$ cat src/occp_consts.vh
// constants for the operator console panel control block
// assumes inclusion by occp_top.v and by the testbench
`ifndef OCCP_CONSTS_VH
`define OCCP_CONSTS_VH

// register byte offsets
`define OCCP_ADDR_STATUS 8'h00
`define OCCP_ADDR_MASK 8'h04
`define OCCP_ADDR_CTRL 8'h08
`define OCCP_ADDR_LAMPS 8'h0C
`define OCCP_ADDR_ALARM_DUR 8'h10
`define OCCP_ADDR_CURSOR 8'h14

// interrupt status bit positions
`define OCCP_EV_SYS_CLEAR 0
`define OCCP_EV_BOOT 1
`define OCCP_EV_RUN 2
`define OCCP_EV_EXT_IRQ 3
`define OCCP_EV_PWR_UP 4
`define OCCP_EV_PWR_DOWN 5
`define OCCP_EV_CONS_CLEAR 6
`define OCCP_EV_ALARM_CLEAR 7
`define OCCP_EV_W 8

// ctrl bits
`define OCCP_CTRL_SILENCE 0
`define OCCP_CTRL_MSG_SET 1

// timing
`define OCCP_CLK_HZ 40000000
`define OCCP_LAMP_TEST_MS 2000
`define OCCP_LAMP_TEST_CYC (`OCCP_CLK_HZ / 1000 * `OCCP_LAMP_TEST_MS)
`define OCCP_DEBOUNCE_US 5000
`define OCCP_DEBOUNCE_CYC (`OCCP_CLK_HZ / 1000000 * `OCCP_DEBOUNCE_US)
`define OCCP_ALARM_DUR_RST 32'h003D0900

// display geometry
`define OCCP_LINE_LEN 80
`define OCCP_LINES 24
`define OCCP_TAIL_LEN 8

`endif

$ cat src/occp_top.v
// operator console panel control: lamps, switch requests, lamp test, alarm
// assumes switches are raw pins, processor status from the same clock domain
//
// Behaviour
// - run lamp follows processor run mode
// - console power fault lamp follows fault
// - processor fault lamp on nonrecoverable error
// - halt point lamp while halted at display
// - system clear pulses processor, channels, units
// - bootstrap load starts with panel selections
// - load completion lights run lamp
// - run switch requests processor start
// - interrupt switch raises external interrupt
// - power switch edges start up/down sequences
// - console clear clears, lamps on two seconds
// - alarm clear silences alarm, message lamp off
// - alarm once entering last 8 positions
// - alarm once at bottom line start
// - alarm continuous while message lamp, silenceable
//
// Added by the designer: the address map and the Wishbone interface to the registers.
`timescale 1ns/1ps
`include "occp_consts.vh"

module occp_top #(
    parameter LAMP_TEST_CYC = `OCCP_LAMP_TEST_CYC,
    parameter DEBOUNCE_CYC = `OCCP_DEBOUNCE_CYC,
    parameter CHAN_W = 4,
    parameter DEV_W = 8
)(
    input wire clk_i,
    input wire rst_i,
    // wishbone classic slave
    input wire wb_cyc_i,
    input wire wb_stb_i,
    input wire wb_we_i,
    input wire [7:0] wb_adr_i,
    input wire [3:0] wb_sel_i,
    input wire [31:0] wb_dat_i,
    output reg [31:0] wb_dat_o,
    output reg wb_ack_o,
    output reg irq_o,
    // processor and power status, same clock domain
    input wire proc_run_i,
    input wire power_fault_i,
    input wire proc_error_i,
    input wire proc_halt_point_i,
    input wire load_done_i,
    input wire [6:0] cursor_col_i,
    input wire [4:0] cursor_row_i,
    // raw switch pins
    input wire sys_clear_switch_i,
    input wire boot_load_switch_i,
    input wire run_switch_i,
    input wire external_irq_switch_i,
    input wire power_switch_i,
    input wire console_clear_switch_i,
    input wire alarm_clear_switch_i,
    input wire [CHAN_W-1:0] chan_sel_i,
    input wire [DEV_W-1:0] dev_sel_i,
    // lamps and alarm
    output reg run_lamp_o,
    output reg console_power_fault_lamp_o,
    output reg processor_fault_lamp_o,
    output reg halt_point_lamp_o,
    output reg message_lamp_o,
    output reg alarm_o,
    // requests
    output reg system_clear_o,
    output reg boot_load_o,
    output reg [CHAN_W-1:0] boot_chan_o,
    output reg [DEV_W-1:0] boot_dev_o,
    output reg run_req_o,
    output reg external_irq_o,
    output reg power_up_o,
    output reg power_down_o,
    output reg console_clear_o
);

    ////////////////////////////////////////////////////////////////////////
    // switch synchronise and debounce
    localparam NSW = 7;
    wire [NSW-1:0] sw_raw = {alarm_clear_switch_i, console_clear_switch_i, power_switch_i,
        external_irq_switch_i, run_switch_i, boot_load_switch_i, sys_clear_switch_i};
    reg [NSW-1:0] sw_meta_reg;
    reg [NSW-1:0] sw_sync_reg;
    reg [NSW-1:0] sw_stable_reg;
    reg [NSW-1:0] sw_rise_reg;
    reg [NSW-1:0] sw_fall_reg;
    reg [31:0] db_cnt_reg [0:NSW-1];
    integer k;

    always @(posedge clk_i)
    begin
        if (rst_i)
        begin
            sw_meta_reg <= 7'h00;
            sw_sync_reg <= 7'h00;
            sw_stable_reg <= 7'h00;
            sw_rise_reg <= 7'h00;
            sw_fall_reg <= 7'h00;
            for (k = 0; k < NSW; k = k + 1)
                db_cnt_reg[k] <= 32'h00000000;
        end
        else
        begin
            sw_meta_reg <= sw_raw;
            sw_sync_reg <= sw_meta_reg;
            for (k = 0; k < NSW; k = k + 1)
            begin
                sw_rise_reg[k] <= 1'b0;
                sw_fall_reg[k] <= 1'b0;
                if (sw_sync_reg[k] == sw_stable_reg[k])
                    db_cnt_reg[k] <= 32'h00000000;
                else if (db_cnt_reg[k] >= DEBOUNCE_CYC - 1)
                begin
                    db_cnt_reg[k] <= 32'h00000000;
                    sw_stable_reg[k] <= sw_sync_reg[k];
                    sw_rise_reg[k] <= sw_sync_reg[k];
                    sw_fall_reg[k] <= ~sw_sync_reg[k];
                end
                else
                    db_cnt_reg[k] <= db_cnt_reg[k] + 32'h00000001;
            end
        end
    end

    ////////////////////////////////////////////////////////////////////////
    // register file
    reg [`OCCP_EV_W-1:0] status_reg;
    reg [`OCCP_EV_W-1:0] mask_reg;
    reg silence_reg;
    reg [31:0] alarm_dur_reg;
    reg msg_set_pulse_reg;
    wire wb_req = wb_cyc_i & wb_stb_i & ~wb_ack_o;
    wire wb_wr = wb_req & wb_we_i;
    // status order: sys clear, boot, run, irq, up, down, console, alarm
    wire [`OCCP_EV_W-1:0] ev_vec = {
        sw_rise_reg[6],
        sw_rise_reg[5],
        sw_fall_reg[4],
        sw_rise_reg[4],
        sw_rise_reg[3],
        sw_rise_reg[2],
        sw_rise_reg[1],
        sw_rise_reg[0]};
    wire [`OCCP_EV_W-1:0] events = {ev_vec[7:1], ev_vec[0]};
    reg lamp_test_reg;
    reg alarm_reg;

    always @(posedge clk_i)
    begin
        if (rst_i)
        begin
            status_reg <= 8'h00;
            mask_reg <= 8'h00;
            silence_reg <= 1'b0;
            alarm_dur_reg <= `OCCP_ALARM_DUR_RST;
            msg_set_pulse_reg <= 1'b0;
            wb_ack_o <= 1'b0;
            wb_dat_o <= 32'h00000000;
            irq_o <= 1'b0;
        end
        else
        begin
            wb_ack_o <= wb_req;
            msg_set_pulse_reg <= 1'b0;
            if (wb_wr && wb_sel_i[0] && wb_adr_i == `OCCP_ADDR_STATUS)
                status_reg <= (status_reg & ~wb_dat_i[7:0]) | events;
            else
                status_reg <= status_reg | events;
            if (wb_wr && wb_sel_i[0])
            begin
                if (wb_adr_i == `OCCP_ADDR_MASK)
                    mask_reg <= wb_dat_i[7:0];
                else if (wb_adr_i == `OCCP_ADDR_CTRL)
                begin
                    silence_reg <= wb_dat_i[`OCCP_CTRL_SILENCE];
                    msg_set_pulse_reg <= wb_dat_i[`OCCP_CTRL_MSG_SET];
                end
            end
            if (wb_wr && wb_adr_i == `OCCP_ADDR_ALARM_DUR)
            begin
                if (wb_sel_i[0]) alarm_dur_reg[7:0] <= wb_dat_i[7:0];
                if (wb_sel_i[1]) alarm_dur_reg[15:8] <= wb_dat_i[15:8];
                if (wb_sel_i[2]) alarm_dur_reg[23:16] <= wb_dat_i[23:16];
                if (wb_sel_i[3]) alarm_dur_reg[31:24] <= wb_dat_i[31:24];
            end
            if (wb_req && !wb_we_i)
            begin
                if (wb_adr_i == `OCCP_ADDR_STATUS)
                    wb_dat_o <= {24'h000000, status_reg};
                else if (wb_adr_i == `OCCP_ADDR_MASK)
                    wb_dat_o <= {24'h000000, mask_reg};
                else if (wb_adr_i == `OCCP_ADDR_CTRL)
                    wb_dat_o <= {30'h0000000, message_lamp_o, silence_reg};
                else if (wb_adr_i == `OCCP_ADDR_LAMPS)
                    wb_dat_o <= {25'h0000000, alarm_reg, lamp_test_reg, message_lamp_o,
                        halt_point_lamp_o, processor_fault_lamp_o,
                        console_power_fault_lamp_o, run_lamp_o};
                else if (wb_adr_i == `OCCP_ADDR_ALARM_DUR)
                    wb_dat_o <= alarm_dur_reg;
                else if (wb_adr_i == `OCCP_ADDR_CURSOR)
                    wb_dat_o <= {19'h00000, cursor_row_i, 1'b0, cursor_col_i};
                else
                    wb_dat_o <= 32'h00000000;
            end
            irq_o <= |(status_reg & mask_reg);
        end
    end

    ////////////////////////////////////////////////////////////////////////
    // request pulses
    always @(posedge clk_i)
    begin
        if (rst_i)
        begin
            system_clear_o <= 1'b0;
            boot_load_o <= 1'b0;
            boot_chan_o <= {CHAN_W{1'b0}};
            boot_dev_o <= {DEV_W{1'b0}};
            run_req_o <= 1'b0;
            external_irq_o <= 1'b0;
            power_up_o <= 1'b0;
            power_down_o <= 1'b0;
            console_clear_o <= 1'b0;
        end
        else
        begin
            system_clear_o <= sw_rise_reg[0];
            boot_load_o <= sw_rise_reg[1];
            if (sw_rise_reg[1])
            begin
                boot_chan_o <= chan_sel_i;
                boot_dev_o <= dev_sel_i;
            end
            run_req_o <= sw_rise_reg[2];
            external_irq_o <= sw_rise_reg[3];
            power_up_o <= sw_rise_reg[4];
            power_down_o <= sw_fall_reg[4];
            console_clear_o <= sw_rise_reg[5];
        end
    end

    ////////////////////////////////////////////////////////////////////////
    // counter helper
    function is_live;
        input [31:0] cnt;
        begin
            is_live = (cnt != 32'h00000000);
        end
    endfunction

    ////////////////////////////////////////////////////////////////////////
    // lamp test and lamps
    reg [31:0] lamp_cnt_reg;
    reg msg_reg;
    reg load_run_reg;

    always @(posedge clk_i)
    begin
        if (rst_i)
        begin
            lamp_test_reg <= 1'b0;
            lamp_cnt_reg <= 32'h00000000;
            msg_reg <= 1'b0;
            load_run_reg <= 1'b0;
            run_lamp_o <= 1'b0;
            console_power_fault_lamp_o <= 1'b0;
            processor_fault_lamp_o <= 1'b0;
            halt_point_lamp_o <= 1'b0;
            message_lamp_o <= 1'b0;
        end
        else
        begin
            if (sw_rise_reg[5])
            begin
                lamp_test_reg <= 1'b1;
                lamp_cnt_reg <= LAMP_TEST_CYC - 1;
            end
            else if (is_live(lamp_cnt_reg))
                lamp_cnt_reg <= lamp_cnt_reg - 32'h00000001;
            else
                lamp_test_reg <= 1'b0;
            if (msg_set_pulse_reg)
                msg_reg <= 1'b1;
            else if (sw_rise_reg[6])
                msg_reg <= 1'b0;
            // load completion lights run until processor reports mode itself
            if (load_done_i)
                load_run_reg <= 1'b1;
            else if (sw_rise_reg[0] || sw_rise_reg[1] || proc_run_i)
                load_run_reg <= 1'b0;
            run_lamp_o <= lamp_test_reg | proc_run_i | load_run_reg;
            console_power_fault_lamp_o <= lamp_test_reg | power_fault_i;
            processor_fault_lamp_o <= lamp_test_reg | proc_error_i;
            halt_point_lamp_o <= lamp_test_reg | proc_halt_point_i;
            message_lamp_o <= lamp_test_reg | msg_reg;
        end
    end

    ////////////////////////////////////////////////////////////////////////
    // alarm
    function in_tail;
        input [6:0] col;
        begin
            in_tail = (col >= `OCCP_LINE_LEN - `OCCP_TAIL_LEN) && (col < `OCCP_LINE_LEN);
        end
    endfunction

    reg [6:0] col_prev_reg;
    reg [4:0] row_prev_reg;
    reg [31:0] alarm_cnt_reg;
    wire tail_enter = in_tail(cursor_col_i) &&
        (!in_tail(col_prev_reg) || cursor_row_i != row_prev_reg);
    wire bottom_enter = (cursor_row_i == `OCCP_LINES - 1) && (cursor_col_i == 7'h00) &&
        !(row_prev_reg == `OCCP_LINES - 1 && col_prev_reg == 7'h00);
    wire alarm_trig = tail_enter | bottom_enter;

    always @(posedge clk_i)
    begin
        if (rst_i)
        begin
            col_prev_reg <= 7'h00;
            row_prev_reg <= 5'h00;
            alarm_cnt_reg <= 32'h00000000;
            alarm_reg <= 1'b0;
            alarm_o <= 1'b0;
        end
        else
        begin
            col_prev_reg <= cursor_col_i;
            row_prev_reg <= cursor_row_i;
            if (sw_rise_reg[6])
                alarm_cnt_reg <= 32'h00000000;
            else if (alarm_trig)
                alarm_cnt_reg <= alarm_dur_reg;
            else if (is_live(alarm_cnt_reg))
                alarm_cnt_reg <= alarm_cnt_reg - 32'h00000001;
            alarm_reg <= is_live(alarm_cnt_reg) |
                (msg_reg & ~silence_reg);
            alarm_o <= alarm_reg;
        end
    end

endmodule // occp_top

$ cat config.mk
export PLATFORM = sky130hd
export DESIGN_NAME = occp_top
export DESIGN_NICKNAME = d
export VERILOG_FILES = /design/src/occp_top.v
export VERILOG_INCLUDE_DIRS = /design/src
export SDC_FILE = /design/constraint.sdc
export NUM_CORES = 1
export LEC_CHECK = 0
export BUFFER_PORTS_ARGS = -buffer_cell sky130_fd_sc_hd__buf_2
export CAP_MARGIN = 20
export CORE_AREA = 10 10 184 186
export CTS_BUF_LIST = sky130_fd_sc_hd__clkbuf_4 sky130_fd_sc_hd__clkbuf_8
export CTS_CLUSTER_SIZE = 25
export DETAILED_ROUTE_END_ITERATION = 10
export DIE_AREA = 0 0 194 196
export PLACE_DENSITY = 0.79
export SYNTH_ARGS = -nofsm -noshare
export SYNTH_HDL_FRONTEND = slang
export SYNTH_SLANG_ARGS = --single-unit
$ cat constraint.sdc
create_clock -name clk_i -period 7.15 [get_ports clk_i]
set_clock_uncertainty 0.05 [all_clocks]
set_input_delay 1.43 -clock clk_i [delete_from_list [all_inputs] [get_ports clk_i]]
set_output_delay 1.43 -clock clk_i [all_outputs]
set_load 0.01 [all_outputs]
==> run_results.csv <==
group,metric,value,unit
sta,min_period,3460,ps
cts,cts_root_buf,"clkbuf_8",
critical_path,cp_num_buf_inv,1,
detailed_routing,wl_per_cell,14.4,microns
critical_path,slowest_delay,710,ps
finish,fillers,2190,
synthesis,synth_seq_cells,442,
floorplan,die_width,194,microns
floorplan,coreArea,30300,sq um
global_route,busiest_layer,"met2",
global_route,grt_util_met2,34.4,%
sta,report.final.slew_viol_count,0,
finish,drive_above_1_share,12.7,%
global_route,grtUsageMet1,24.8,%
synthesis,synth_edf_count,224,
synthesis,synth_cells,1792,
cts,clk_latency,590,ps
cts,cts.path.max_buffers,3,
sta,timing.fmax,289,MHz
global_route,gr-usage-met3,5.01,%
cts,cts_resized,0,
detailed_routing,drc,0,
finish,fin_nets,2363,
synthesis,yosysTopAreaCell,"edfxtp_1",
global_route,grt_antenna_before_repair,3,
finish,largest_reg_flops,224,
finish,seqCellArea,11100,sq um
global_route,grt_max_degree,93,
cts,cts_sinks,442,
sta,setup_viol,0,
sta,hold_viol,0,
cts,cts_max_level,3,
critical_path,endpoint_kind,"register",
synthesis,synth_warnings,0,
place,pre_cts_ws,2950,ps
critical_path,r2r_setup_slack,4170,ps
floorplan,pin_count,144,
critical_path,critPathLaunchType,"input port",
finish,multiInputGateArea,8500,sq um
place,dp.cells,2588,
detailed_routing,wl,39300,microns
critical_path,cp_top_family,"simple AND/OR/NAND/NOR gates",
finish,areaGrowthSynthToFinish,19.9,%
hold_path,holdPathEnd,"sw_sync_reg[4]$_SDFF_PP0_",
cts,cts_tree,"done",
place,post-dp-hpwl,27600,microns
synthesis,netlist_area,18700,sq um
synthesis,async_reset_ff_share,0,%
synthesis,synth_area_leaders,"edfxtp_1 36%, dfxtp_1 23%, nor2_1 6.1%, xor2_1 4.4%, xnor2_1 3.3%",
global_route,grt_pass1_wl,64900,microns
global_route,grt_pass1_vias,13700,
synthesis,synthFlopType,"edfxtp_1",
synthesis,synth.distinct_cells,60,
floorplan,dieArea,38000,sq um
hold_path,hold_start,"sw_meta_reg[4]$_SDFF_PP0_",
critical_path,r2r-start,"alarm_cnt_reg[2]$_SDFFE_PP0P_",
pwr,ir_drop,0.202,mV
critical_path,path_cells,"buf_2, or4_1, or4_1, nor3_2, mux2i_1, nor2_1",
critical_path,cpMostUsedCell,"or4_1",
critical_path,path_class,"input port to register",
hold_path,worst_hold_path_type,"register to register",
cts,postCtsHoldBufs,0,
critical_path,slowest_stage,"nor3_2",
critical_path,worstRegToRegCells,5,
synthesis,synth.most_common_cell,"nor2_1",
critical_path,rr_endpoint,"alarm_cnt_reg[27]$_SDFFE_PP0P_",
detailed_routing,drt.antenna.violating_nets,0,
cts,cts_buffers,72,
finish,utilization,74.3,%
cts,clk_pin_slew,60,ps
global_route,grt_use_total,20.1,%
floorplan,fp-row-count,64,
finish,final_cells,2723,
place,port_buffers,143,
sta,layout_setup_ws,3690,ps
pwr,power,6.76,mW
pwr,powerDensity,301,nW/um^2
critical_path,required,7510,ps
hold_path,hold_depth,1,
pwr,p_leak,8.78,nW
synthesis,ys_top_cells_by_count,"307 x nor2_1, 224 x edfxtp_1, 218 x dfxtp_1",
detailed_routing,drt_first_pass_iters,6,
critical_path,critical_path_arrival,3830,ps
detailed_routing,vias_per_cell,5.16,
sta,rsz0062_at_grt,"false",
detailed_routing,vias,14000,
sta,tightest_slew,1120,ps
status,status,"finished clean",
floorplan,die_h,196,microns
detailed_routing,drt_iter0_drc,872,
synthesis,synth.avg_cell_area,10.5,sq um
critical_path,path_max_fanout,10,
job,drv_cap,0,
cts,cts_setup_buffers,0,
place,gp_congestion,0.849,
floorplan,start_util,61.9,%
synthesis,synth_top_area_share,35.9,%
sta,maxSlewHeadroom,25.1,%
synthesis,ys_seq_area_share,59.2,%
global_route,grt.overflow.total,0,
sta,fin_crit_sh,48.5,%
sta,tns,0,ps
metrics by stage:
step	cell area (sq um)	hold slack (ps)
2_1_floorplan	19900	363
3_3_place_gp	21000	373
3_5_place_dp	21000	377
4_1_cts	22500	391
5_1_grt	22500	397
6_report	22500	385
layer usage:
metal	up-vias	share of wire, %
met3	72	6.6
met5	-	0.033
met4	2	2.0
li1	7014	-
met1	6565	43
met2	385	48
cell families after synthesis:
family	synth area share, %
simple gates	21.0
flops	59.2
compound gates	6.35
xor+xnor	7.80
buf+inv	1.99
mux	2.94
fa+ha+maj	0.734
other cells	0.0401
placed cells by master, fill, tap and decap left out, drive strengths merged, types with 3 or more instances in the layout:
master  instances
nand3         100
a221oi          6
nand4b          5
nand4          24
and2           10
or4            24
ha             11
or3            12
edfxtp        224
a31oi          10
xor2           95
diode           4
o21ai          34
o221ai          5
nor3           55
nor4b           3
nor2          307
mux2i          54
clkbuf        117
nand2         138
xnor2          71
a41oi           3
a211oi          6
nor3b           4
conb          322
and3           27
inv            24
nor4           40
and4            8
nand3b          7
clkinv         10
dfxtp         218
a21oi         110
buf           152
o31ai           6
nand2b         10
a22oi           9
nor2b          36
or2             6
o211ai          3
area by class of cell:
cell class	instances	area share (%)
repair buffers	152	3.51
flip-flops and latches	442	49.3
inverters	23	0.384
diodes	4	0.0445
clock buffers	117	6.41
well taps	396	2.20
multi-input cells	1576	37.8
clock inverters	13	0.301
worst max-delay path by stage:
| stage | endpoint | depth (start not counted) | start |
|---|---|---|---|
| 2_1_floorplan | alarm_dur_reg[16]$_SDFFE_PP1P_ | 8 | wb_adr_i[0] |
| 3_3_place_gp | mask_reg[0]$_SDFFE_PP0P_ | 6 | wb_adr_i[0] |
| 3_5_place_dp | mask_reg[4]$_SDFFE_PP0P_ | 6 | wb_adr_i[0] |
| 4_1_cts | mask_reg[4]$_SDFFE_PP0P_ | 6 | wb_adr_i[0] |
| 5_1_grt | status_reg[6]$_SDFF_PP0_ | 7 | wb_adr_i[0] |
| 6_report | alarm_dur_reg[5]$_SDFFE_PP0P_ | 6 | wb_adr_i[0] |
power breakdown:
part / internal (mW) / switching (mW) / total (mW)
registers: 2.91 / 0.204 / 3.11
clock network: 1.27 / 0.957 / 2.23
logic: 0.574 / 0.840 / 1.41
Power figures use the tool's default switching activity.
